--- src/hdl/fisi_pkg.sv ---
package fisi_pkg;

    // ------------------------------------------------------------
    // Register offsets (byte addresses on APB)
    // ------------------------------------------------------------
    localparam logic [11:0] OFS_STATUS    = 12'h000;
    localparam logic [11:0] OFS_CONFIG    = 12'h004;
    localparam logic [11:0] OFS_ERR_CFG   = 12'h008;
    localparam logic [11:0] OFS_ERR_STAT  = 12'h00c;
    localparam logic [11:0] OFS_SECURITY  = 12'h010;
    localparam logic [11:0] OFS_PPROT     = 12'h014;
    localparam logic [11:0] OFS_EPROT     = 12'h018;
    localparam logic [11:0] OFS_OPTION    = 12'h01c;
    localparam logic [11:0] OFS_CMD       = 12'h020;
    localparam logic [11:0] OFS_KEY01     = 12'h024;
    localparam logic [11:0] OFS_KEY23     = 12'h028;
    localparam logic [11:0] OFS_IRQ_STAT  = 12'h02c;
    localparam logic [11:0] OFS_IRQ_EN    = 12'h030;
    localparam logic [11:0] OFS_IRQ_CLR   = 12'h034;

    // ------------------------------------------------------------
    // Field positions
    // ------------------------------------------------------------
    localparam int BIT_CMD_COMPLETE_FLAG      = 7;
    localparam int BIT_VERIFY1   = 1;
    localparam int BIT_VERIFY0   = 0;
    localparam int BIT_CMD_COMPLETE_IRQ_EN      = 7;
    localparam int BIT_SINGLE_FAULT_IRQ_EN     = 0;
    localparam int BIT_SINGLE_FAULT_FLAG     = 0;
    localparam int BIT_CMD_START = 0;
    localparam int BIT_CMD_VKEY  = 1;
    localparam int BIT_KEY_LOCK  = 8;
    localparam int SEC_LSB       = 0;
    localparam int BACKDOOR_KEY_ENABLE_LSB     = 6;

    // ------------------------------------------------------------
    // Values and addresses
    // ------------------------------------------------------------
    localparam logic [23:0] ADDR_SEC_BYTE  = 24'hff_fe0f;
    localparam logic [23:0] ADDR_KEY_BASE  = 24'hff_fe00;
    localparam logic [23:0] ADDR_PPROT     = 24'hff_fe0c;
    localparam logic [23:0] ADDR_EPROT     = 24'hff_fe0d;
    localparam logic [23:0] ADDR_OPTION    = 24'hff_fe0e;
    localparam logic [1:0]  SEC_UNSECURED  = 2'h2;
    localparam logic [1:0]  BACKDOOR_KEY_ENABLE_ENABLED  = 2'h2;
    localparam logic [7:0]  DEF_SECURITY   = 8'h00;
    localparam logic [7:0]  DEF_PROTECT    = 8'h00;
    localparam logic [7:0]  DEF_OPTION     = 8'hff;
    localparam logic [15:0] KEY_ZERO       = 16'h0000;
    localparam logic [15:0] KEY_ONES       = 16'hffff;
    localparam int          NUM_KEYS       = 4;
    localparam int          NUM_IRQ        = 2;

    // Init steps: 3 protection/option bytes, security, 4 keys
    localparam int          INIT_HOLD_CYC  = 4;
    localparam int          KEY_CMP_CYC    = 4;

    typedef enum {
        FISI_ST_INIT_HOLD,
        FISI_ST_INIT_LOAD,
        FISI_ST_INIT_KEYS,
        FISI_ST_IDLE,
        FISI_ST_CMD,
        FISI_ST_VKEY
    } fisi_state_e;

endpackage

--- src/hdl/fisi_core.sv ---
// Implementation choices: register access over APB and the register offsets.
`timescale 1ns/1ps

// How it works
// - Command interrupt is high while command-complete flag and its enable are set.
// - Error interrupt is high while single-fault flag and its enable are set.
// - Wait mode changes nothing; command interrupt also serves as wakeup.
// - Stop request is acknowledged only once no command is running.
// - Reset sequence loads security register from configuration byte at ff_fe0f.
// - Programmed security byte affects state only after next reset.
// - Key check runs only with keys enabled; compares four 16-bit keys.
// - Full key match forces security state field to unsecured 10.
// - Stored or presented keys 0000 or ffff never match.
// - Flash reads return invalid data while key check runs.
// - A failed key check locks out further key checks until reset.
// - Key check never writes security byte, keys or protection register.
// - Every reset loads configuration, both protections, option and security.
// - Any load error falls back to fully protected, secured defaults.
// - Double-bit fault during reset sets both verify status bits.
// - Complete flag low during init, CPU held early, set at end.
// - Reset aborts any running command immediately.
module fisi_core #(
    parameter int CMD_CYCLES = 16
) (
    input  wire logic        clk_sys,
    input  wire logic        rst,
    // APB slave
    input  wire logic        psel,
    input  wire logic        penable,
    input  wire logic        pwrite,
    input  wire logic [11:0] paddr,
    input  wire logic [31:0] pwdata,
    output logic      [31:0] prdata,
    output logic             pready,
    output logic             pslverr,
    // Non-volatile array read port for the reset sequence
    output logic             nvm_rd_req,
    output logic      [23:0] nvm_rd_addr,
    input  wire logic [15:0] nvm_rd_data,
    input  wire logic        nvm_rd_dbl_fault,
    // Flash read path toward the CPU
    input  wire logic        cpu_rd_req,
    input  wire logic        cpu_rd_sgl_fault,
    output logic             cpu_rd_invalid,
    output logic             cpu_hold,
    // System modes
    input  wire logic        stop_req,
    output logic             stop_ack,
    output logic             wake_req,
    output logic [1:0]       security_state_field,
    output logic             cmd_irq,
    output logic             err_irq,
    output logic             irq
);

    if (CMD_CYCLES < 1 || CMD_CYCLES > 65535) begin : g_bad_cmd_cycles
        $error("CMD_CYCLES out of range");
    end

    // ------------------------------------------------------------
    // State
    // ------------------------------------------------------------
    fisi_pkg::fisi_state_e state;
    logic [3:0]  step;
    logic [15:0] cnt;
    logic        init_err;
    logic        cmd_complete_flag;
    logic [1:0]  verify_status_bits;
    logic        cmd_complete_irq_en;
    logic        single_fault_irq_en;
    logic        single_fault_flag;
    logic [7:0]  security_reg;
    logic [7:0]  pflash_protect_reg;
    logic [7:0]  eeprom_protect_reg;
    logic [7:0]  option_reg;
    logic [15:0] stored_key [fisi_pkg::NUM_KEYS];
    logic [15:0] user_key   [fisi_pkg::NUM_KEYS];
    logic        key_lock;
    logic [1:0]  irq_stat;
    logic [1:0]  irq_en;

    // ------------------------------------------------------------
    // Bus decode
    // ------------------------------------------------------------
    wire logic acc    = psel & penable & pready;
    wire logic wr     = acc & pwrite;
    wire logic idle   = state == fisi_pkg::FISI_ST_IDLE;
    wire logic in_init = state == fisi_pkg::FISI_ST_INIT_HOLD ||
                         state == fisi_pkg::FISI_ST_INIT_LOAD ||
                         state == fisi_pkg::FISI_ST_INIT_KEYS;
    wire logic hit_stat = paddr == fisi_pkg::OFS_STATUS;
    wire logic hit_cfg  = paddr == fisi_pkg::OFS_CONFIG;
    wire logic hit_ecfg = paddr == fisi_pkg::OFS_ERR_CFG;
    wire logic hit_est  = paddr == fisi_pkg::OFS_ERR_STAT;
    wire logic hit_sec  = paddr == fisi_pkg::OFS_SECURITY;
    wire logic hit_pp   = paddr == fisi_pkg::OFS_PPROT;
    wire logic hit_ep   = paddr == fisi_pkg::OFS_EPROT;
    wire logic hit_opt  = paddr == fisi_pkg::OFS_OPTION;
    wire logic hit_cmd  = paddr == fisi_pkg::OFS_CMD;
    wire logic hit_k01  = paddr == fisi_pkg::OFS_KEY01;
    wire logic hit_k23  = paddr == fisi_pkg::OFS_KEY23;
    wire logic hit_ist  = paddr == fisi_pkg::OFS_IRQ_STAT;
    wire logic hit_ien  = paddr == fisi_pkg::OFS_IRQ_EN;
    wire logic hit_icl  = paddr == fisi_pkg::OFS_IRQ_CLR;
    wire logic mapped   = hit_stat | hit_cfg | hit_ecfg | hit_est | hit_sec
                        | hit_pp | hit_ep | hit_opt | hit_cmd | hit_k01
                        | hit_k23 | hit_ist | hit_ien | hit_icl;

    wire logic launch   = wr & hit_cmd & idle &
                          pwdata[fisi_pkg::BIT_CMD_START];
    wire logic backdoor_key_enable_ok = security_reg[fisi_pkg::BACKDOOR_KEY_ENABLE_LSB +: 2] ==
                          fisi_pkg::BACKDOOR_KEY_ENABLE_ENABLED;
    wire logic vkey_ok  = pwdata[fisi_pkg::BIT_CMD_VKEY] & backdoor_key_enable_ok &
                          ~key_lock;
    wire logic key_go   = launch & vkey_ok;
    wire logic cmd_go   = launch & ~pwdata[fisi_pkg::BIT_CMD_VKEY];

    // ------------------------------------------------------------
    // Key comparison
    // ------------------------------------------------------------
    logic [fisi_pkg::NUM_KEYS-1:0] key_hit;
    genvar gk;
    generate
        for (gk = 0; gk < fisi_pkg::NUM_KEYS; gk++) begin : g_key
            assign key_hit[gk] = stored_key[gk] == user_key[gk] &&
                stored_key[gk] != fisi_pkg::KEY_ZERO &&
                stored_key[gk] != fisi_pkg::KEY_ONES;
        end
    endgenerate
    wire logic key_match = &key_hit;
    wire logic cnt_done  = cnt == 16'h0000;

    // ------------------------------------------------------------
    // Sequencer
    // ------------------------------------------------------------
    // Reset is asynchronous, so a running command stops dead here
    always_ff @(posedge clk_sys or posedge rst) begin
        if (rst) begin
            state <= fisi_pkg::FISI_ST_INIT_HOLD;
            step  <= 4'h0;
            cnt   <= 16'(fisi_pkg::INIT_HOLD_CYC);
        end else begin
            case (state)
                fisi_pkg::FISI_ST_INIT_LOAD: begin
                    step <= step + 4'h1;
                    if (step == 4'h1) begin
                        state <= fisi_pkg::FISI_ST_INIT_KEYS;
                        step  <= 4'h0;
                    end
                end
                fisi_pkg::FISI_ST_INIT_KEYS: begin
                    step <= step + 4'h1;
                    if (step == 4'(fisi_pkg::NUM_KEYS - 1)) begin
                        state <= fisi_pkg::FISI_ST_IDLE;
                    end
                end
                fisi_pkg::FISI_ST_IDLE: begin
                    if (key_go) begin
                        state <= fisi_pkg::FISI_ST_VKEY;
                        cnt   <= 16'(fisi_pkg::KEY_CMP_CYC);
                    end else if (cmd_go) begin
                        state <= fisi_pkg::FISI_ST_CMD;
                        cnt   <= 16'(CMD_CYCLES);
                    end
                end
                default: begin
                    cnt <= cnt - 16'h0001;
                    if (cnt_done && in_init) begin
                        state <= fisi_pkg::FISI_ST_INIT_LOAD;
                    end else if (cnt_done) begin
                        state <= fisi_pkg::FISI_ST_IDLE;
                    end
                end
            endcase
        end
    end

    always_comb begin
        nvm_rd_req  = state == fisi_pkg::FISI_ST_INIT_LOAD ||
                      state == fisi_pkg::FISI_ST_INIT_KEYS;
        nvm_rd_addr = fisi_pkg::ADDR_KEY_BASE;
        if (state == fisi_pkg::FISI_ST_INIT_LOAD) begin
            nvm_rd_addr = step[0] ? fisi_pkg::ADDR_OPTION
                                  : fisi_pkg::ADDR_PPROT;
        end else if (state == fisi_pkg::FISI_ST_INIT_KEYS) begin
            nvm_rd_addr = fisi_pkg::ADDR_KEY_BASE + {19'h0, step[1:0], 1'b0};
        end
    end

    wire logic ld_prot = state == fisi_pkg::FISI_ST_INIT_LOAD && !step[0];
    wire logic ld_sec  = state == fisi_pkg::FISI_ST_INIT_LOAD && step[0];
    wire logic ld_key  = state == fisi_pkg::FISI_ST_INIT_KEYS;
    wire logic init_end = ld_key && step == 4'(fisi_pkg::NUM_KEYS - 1);
    wire logic err_any = init_err | nvm_rd_dbl_fault;

    // ------------------------------------------------------------
    // Loaded configuration
    // ------------------------------------------------------------
    // Security only loads here, so a newly programmed byte waits for reset
    always_ff @(posedge clk_sys or posedge rst) begin
        if (rst) begin
            pflash_protect_reg <= fisi_pkg::DEF_PROTECT;
            eeprom_protect_reg <= fisi_pkg::DEF_PROTECT;
            option_reg         <= fisi_pkg::DEF_OPTION;
            security_reg       <= fisi_pkg::DEF_SECURITY;
            init_err           <= 1'b0;
        end else begin
            init_err <= init_err | (nvm_rd_req & nvm_rd_dbl_fault);
            if (ld_prot) begin
                pflash_protect_reg <= nvm_rd_data[15:8];
                eeprom_protect_reg <= nvm_rd_data[7:0];
            end
            if (ld_sec) begin
                option_reg   <= nvm_rd_data[15:8];
                security_reg <= nvm_rd_data[7:0];
            end
            if (init_end && err_any) begin
                pflash_protect_reg <= fisi_pkg::DEF_PROTECT;
                eeprom_protect_reg <= fisi_pkg::DEF_PROTECT;
                option_reg         <= fisi_pkg::DEF_OPTION;
                security_reg       <= fisi_pkg::DEF_SECURITY;
            end
            // Only the two state bits move; stored byte untouched
            if (state == fisi_pkg::FISI_ST_VKEY && cnt_done && key_match) begin
                security_reg[fisi_pkg::SEC_LSB +: 2] <=
                    fisi_pkg::SEC_UNSECURED;
            end
        end
    end

    genvar gs;
    generate
        for (gs = 0; gs < fisi_pkg::NUM_KEYS; gs++) begin : g_store
            always_ff @(posedge clk_sys or posedge rst) begin
                if (rst) begin
                    stored_key[gs] <= fisi_pkg::KEY_ONES;
                    user_key[gs]   <= fisi_pkg::KEY_ZERO;
                end else begin
                    if (ld_key && step[1:0] == 2'(gs)) begin
                        stored_key[gs] <= nvm_rd_data;
                    end
                    if (wr && idle && (gs < 2 ? hit_k01 : hit_k23)) begin
                        user_key[gs] <= pwdata[16*(gs%2) +: 16];
                    end
                end
            end
        end
    endgenerate

    // ------------------------------------------------------------
    // Status flags
    // ------------------------------------------------------------
    wire logic sfault_set = cpu_rd_req & cpu_rd_sgl_fault & ~in_init;
    wire logic sfault_clr = wr & hit_est & pwdata[fisi_pkg::BIT_SINGLE_FAULT_FLAG];
    wire logic vkey_fail  = state == fisi_pkg::FISI_ST_VKEY && cnt_done &&
                            !key_match;

    always_ff @(posedge clk_sys or posedge rst) begin
        if (rst) begin
            cmd_complete_flag   <= 1'b0;
            verify_status_bits  <= 2'h0;
            cmd_complete_irq_en <= 1'b0;
            single_fault_irq_en <= 1'b0;
            single_fault_flag   <= 1'b0;
            key_lock            <= 1'b0;
        end else begin
            if (init_end) begin
                cmd_complete_flag <= 1'b1;
            end else if (key_go || cmd_go) begin
                cmd_complete_flag <= 1'b0;
            end else if (!idle && !in_init && cnt_done) begin
                cmd_complete_flag <= 1'b1;
            end
            if (init_end && err_any) begin
                verify_status_bits <= 2'h3;
            end else if (cmd_go || key_go) begin
                verify_status_bits <= 2'h0;
            end
            if (vkey_fail) begin
                key_lock <= 1'b1;
            end
            if (sfault_set) begin
                single_fault_flag <= 1'b1;
            end else if (sfault_clr) begin
                single_fault_flag <= 1'b0;
            end
            if (wr && hit_cfg) begin
                cmd_complete_irq_en <= pwdata[fisi_pkg::BIT_CMD_COMPLETE_IRQ_EN];
            end
            if (wr && hit_ecfg) begin
                single_fault_irq_en <= pwdata[fisi_pkg::BIT_SINGLE_FAULT_IRQ_EN];
            end
        end
    end

    // ------------------------------------------------------------
    // Interrupts
    // ------------------------------------------------------------
    wire logic [1:0] irq_evt = {sfault_set, init_end | (!idle && !in_init
                                && cnt_done)};
    wire logic [1:0] irq_clr = (wr && hit_icl) ? pwdata[1:0] : 2'h0;

    always_ff @(posedge clk_sys or posedge rst) begin
        if (rst) begin
            irq_stat <= 2'h0;
            irq_en   <= 2'h0;
        end else begin
            irq_stat <= (irq_stat & ~irq_clr) | irq_evt;
            if (wr && hit_ien) begin
                irq_en <= pwdata[1:0];
            end
        end
    end

    assign cmd_irq  = cmd_complete_flag & cmd_complete_irq_en;
    assign err_irq  = single_fault_flag & single_fault_irq_en;
    assign irq      = |(irq_stat & irq_en);
    assign wake_req = cmd_irq;
    assign stop_ack = stop_req & idle;
    assign cpu_hold = state == fisi_pkg::FISI_ST_INIT_HOLD;
    assign cpu_rd_invalid = state == fisi_pkg::FISI_ST_VKEY;
    assign security_state_field = security_reg[fisi_pkg::SEC_LSB +: 2];

    // ------------------------------------------------------------
    // APB read and answer
    // ------------------------------------------------------------
    logic [31:0] rd_mux;
    always_comb begin
        rd_mux = 32'h0000_0000;
        if (hit_stat) begin
            rd_mux = {24'h0, cmd_complete_flag, 5'h0, verify_status_bits};
        end else if (hit_cfg) begin
            rd_mux = {24'h0, cmd_complete_irq_en, 7'h0};
        end else if (hit_ecfg) begin
            rd_mux = {31'h0, single_fault_irq_en};
        end else if (hit_est) begin
            rd_mux = {31'h0, single_fault_flag};
        end else if (hit_sec) begin
            rd_mux = {24'h0, security_reg};
        end else if (hit_pp) begin
            rd_mux = {24'h0, pflash_protect_reg};
        end else if (hit_ep) begin
            rd_mux = {24'h0, eeprom_protect_reg};
        end else if (hit_opt) begin
            rd_mux = {24'h0, option_reg};
        end else if (hit_cmd) begin
            rd_mux = {23'h0, key_lock, 6'h0, state == fisi_pkg::FISI_ST_VKEY,
                      !idle};
        end else if (hit_ist) begin
            rd_mux = {30'h0, irq_stat};
        end else if (hit_ien) begin
            rd_mux = {30'h0, irq_en};
        end
    end

    // CPU stalled by the init hold: the APB answer waits too
    assign pready  = ~cpu_hold;
    assign pslverr = acc & ~mapped;

    always_ff @(posedge clk_sys or posedge rst) begin
        if (rst) begin
            prdata <= 32'h0000_0000;
        end else if (psel && !penable && !pwrite) begin
            prdata <= rd_mux;
        end
    end

endmodule

--- config.mk ---
export PLATFORM = sky130hd
export DESIGN_NAME = fisi_core
export DESIGN_NICKNAME = d
export VERILOG_FILES = /design/src/hdl/fisi_pkg.sv /design/src/hdl/fisi_core.sv
export SDC_FILE = /design/constraint.sdc
export NUM_CORES = 1
export LEC_CHECK = 0
export ABC_AREA = 1
export BUFFER_PORTS_ARGS = -buffer_cell sky130_fd_sc_hd__buf_2
export CAP_MARGIN = 15
export CORE_ASPECT_RATIO = 1.5
export CORE_MARGIN = 4
export CORE_UTILIZATION = 44
export DETAILED_ROUTE_END_ITERATION = 8
export GPL_TIMING_DRIVEN = 0
export PLACE_DENSITY = 0.7
export SYNTH_ARGS = -nofsm -noshare
export SYNTH_HDL_FRONTEND = slang
export SYNTH_SLANG_ARGS = --single-unit
export TNS_END_PERCENT = 30
--- constraint.sdc ---
create_clock -name clk_sys -period 9.1 [get_ports clk_sys]
set_clock_uncertainty 0.15 [all_clocks]
set_input_delay 0.455 -clock clk_sys [delete_from_list [all_inputs] [get_ports clk_sys]]
set_output_delay 0.455 -clock clk_sys [all_outputs]
set_load 0.02 [all_outputs]
==> impl_metrics.yaml <==
synth:
  syn_area_mm2: 0.0105
  synthesis.instances: 1280
  avgSynthCellArea_um2: 8.19
  synth_warnings: 0
  ys_types: 43
  ys_ff_latch: 203
  yosys.area.top_type: "dfrtp_1"
  synth_sequential_area_ratio_pct: 49.3
  synth_area_leaders: "dfrtp_1, dfstp_2, nand2_1, o21ai_0, inv_1"
  yosysTopAreaCellShare_pct: 31.0
worst_setup_path:
  criticalPathCategory: "in2out"
  cp_max_fo: 8
  crit_arrival_ns: 2.09
  cp-start-kind: "primary input"
  worst_setup_path_end_kind: "primary output"
  required_ns: 8.50
power_and_ir_drop:
  power_frac_clock_pct: 46.4
  power_switching_uw: 432
  p_leak_uw: 0.00635
  ir_worst_vdd_mv: 0.152
  switching_share_pct: 23.0
  seq_power_share_pct: 48.3
  finalPower_uw: 1880
  pwr_density_cell_mw_per_mm2: 153
  p_comb_share_pct: 5.3
  cell_internal_pwr_uw: 1450
clocking:
  cts-htree-levels: 1
  clock_path_buffers: 3
  cts.sinks: 203
  tritoncts: "built"
  cts_root_buffer: "clkbuf_16"
  cts_setup_buffers: 0
  clkLatencyLatePin_ns: 0.50
  cts_made_buffers: 21
  cts.reportedPaths.clkPinSlew_ns: 0.06
sta:
  setup_viol: 0
  final-hold-violation-count: 0
  period_share_pct: 29.6
  slew_headroom_pct: 45.8
  finalMaxSlewViolations: 0
  fin_crit_ns: 2.69
  fin_ws_ns: 6.41
  clock.fmax_ghz: 0.371
  final.setup.tns_ns: 0
  tightest_slew_ns: 0.813
  rsz0062_at_grt: "no"
detailed_routing:
  vias: 9020
  route.antenna.remaining_nets: 0
  route.detailed.drc: 0
  totalWireLength_um: 30800
  drtIter0Drc: 725
  routedWlPerCell_um: 17.4
  drt_pre_antenna_iters: 8
  vias_per_cell: 5.10
die:
  chipHeight_um: 197
  dieArea_mm2: 0.0264
  core_mm2: 0.0232
  rows: 68
  initial_core_util_pct: 45.1
  die_w_um: 134
  num_io_pins: 137
grt:
  grt_pass1_wl_um: 48800
  grt_pass1_vias: 9111
  gr-usage-all-layers_pct: 23.2
  overflow: 0
  grt_max_degree: 118
  antenna_found_initial: 0
finish:
  fillCellCount: 2216
  area_growth_syn_to_layout_pct: 16.8
  nNetsFinal: 1512
  final_core_util_pct: 52.7
  drive_gt1_share_pct: 20.4
  reg_top3: "stored_key: 64 flops, user_key: 64 flops, cnt: 16 flops"
  antenna_cells: 0
flow_run:
  max-cap-violations: 0
hold_path:
  hp-class: "in2reg"
place:
  portBuffers: 91
  place_congestion: 0.950
  dp_slack_ns: 6.39
  hpwl_um: 23700
status:
  status: "completed"
-- path summary, 6_finish.rpt --
check,startpoint,endpoint,slack [ns],depth (start not counted)
setup reg to reg,cnt[3],security_reg[0],6.55,9
hold / removal,pwdata[18],user_key[34],0.07,3
hold reg to reg,eeprom_protect_reg[0],eeprom_protect_reg[0],0.32,2
min in group asynchronous,rst,cnt[14],0.51,3
setup / recovery,paddr[7],pslverr,6.41,10
max in group asynchronous,rst,stored_key[34],7.32,4
-- cell usage after synthesis --
| master | n |
|---|---|
| nor2_1 | 110 |
| nand2_1 | 312 |
| o22ai_1 | 4 |
| nor2_2 | 15 |
| buf_1 | 1 |
| xnor2_1 | 45 |
| nor2_4 | 2 |
| buf_6 | 1 |
| clkinv_1 | 1 |
| o21ai_2 | 1 |
| o21ai_0 | 173 |
| a22oi_1 | 8 |
| nand3_2 | 1 |
| clkbuf_1 | 24 |
| conb_1 | 2 |
| nand3_1 | 31 |
| ha_1 | 5 |
| nand4_2 | 3 |
| a211oi_1 | 1 |
| buf_4 | 47 |
| buf_2 | 4 |
| xor2_1 | 22 |
| nor4_1 | 5 |
| nand4_1 | 37 |
| inv_1 | 132 |
| nand2_4 | 2 |
| o211ai_1 | 7 |
| a21boi_0 | 1 |
| dfstp_2 | 73 |
| dfrtp_1 | 130 |
| nor3_1 | 24 |
| a21oi_1 | 13 |
| o221ai_1 | 1 |
| nand3b_1 | 3 |
| inv_2 | 10 |
| a21oi_4 | 1 |
| o21bai_1 | 1 |
| a22o_1 | 8 |
| o31ai_1 | 2 |
| o21ai_1 | 7 |
| or2_2 | 6 |
| clkinv_2 | 1 |
| nand2_2 | 3 |
-- cell families (layout without fill, tap and decap cells) --
kind of cell	count (synthesis)	in the layout	share of synthesized area (%)
AOI/OAI and AO/OA	228	228	11.9
xor gates and xnor gates	67	67	5.60
adders and majority gates	5	5	0.597
buffers and inverters	221	352	9.73
DFF	203	203	49.3
other	2	44	0.0717
and+or+nand+nor	554	554	22.8
-- worst max-delay path, cell delays in order --
cell and delay [ns]:
buf_2 0.10, nor2_1 0.21, nand3_1 0.21, inv_1 0.16
nand2_1 0.12, nor2_2 0.32, inv_1 0.16, nand3_1 0.11
nor4_1 0.08, buf_2 0.17
-- layer usage --
metal | vias up | global-route usage, % | part of all wire [%]
met4 | 0 | 10.7 | 5.1
met3 | 68 | 2.78 | 5.3
met1 | 4278 | 27.2 | 38
met2 | 324 | 42.1 | 52
met5 | - | 0 | 0
li1 | 4350 | - | -
-- cells in the final DEF (no fill, tap or decap), types with 7 or more instances in the layout --
cell,synthesis,final
a22o_1,8,8
clkbuf_16,0,23
a22oi_1,8,8
clkbuf_1,24,28
inv_1,132,131
o21ai_0,173,173
nor2_1,110,110
conb_1,2,44
dfrtp_1,130,130
nand2_1,312,312
nand4_1,37,37
a21oi_1,13,13
dfstp_2,73,73
nor3_1,24,24
o211ai_1,7,7
o21ai_1,7,7
inv_2,10,10
buf_4,47,47
nor2_2,15,15
xnor2_1,45,45
nand3_1,31,31
buf_2,4,95
xor2_1,22,22
-- metrics by stage --
step                hold WS, ns  cells  area, um^2
CTS                      0.0648   1768       12200
finish                   0.0741   1768       12200
global placement          0.303   1728       11500
floorplan                 0.283   1322       10600
global route             0.0775   1768       12200
detailed placement        0.308   1729       11500
-- repair_timing --
action,in CTS,in global routing
gates resized for setup,0,0
hold buffers,1,0
endpoints found under the hold margin,1,0
-- power by group through the flow --
stage	Clock [uW]	Sequential (uW)	Combinational, uW
4_1_cts	883	906	101
6_report	872	907	100
3_3_place_gp	0	922	97.8
5_1_grt	924	906	111
3_5_place_dp	0	922	100
2_1_floorplan	0	923	60.1
-- layout make-up --
cell class | count | area (um^2) | area share [%]
timing repair buffer | 93 | 493 | 4.03
clock inverter | 5 | 32.5 | 0.266
buffer | 77 | 478 | 3.91
clock buffer | 33 | 673 | 5.50
tap | 315 | 394 | 3.22
inverter | 144 | 549 | 4.49
sequential | 203 | 5170 | 42.3
multi-input combinational | 898 | 4450 | 36.3
Note: power is estimated with default switching activity, not from simulation.
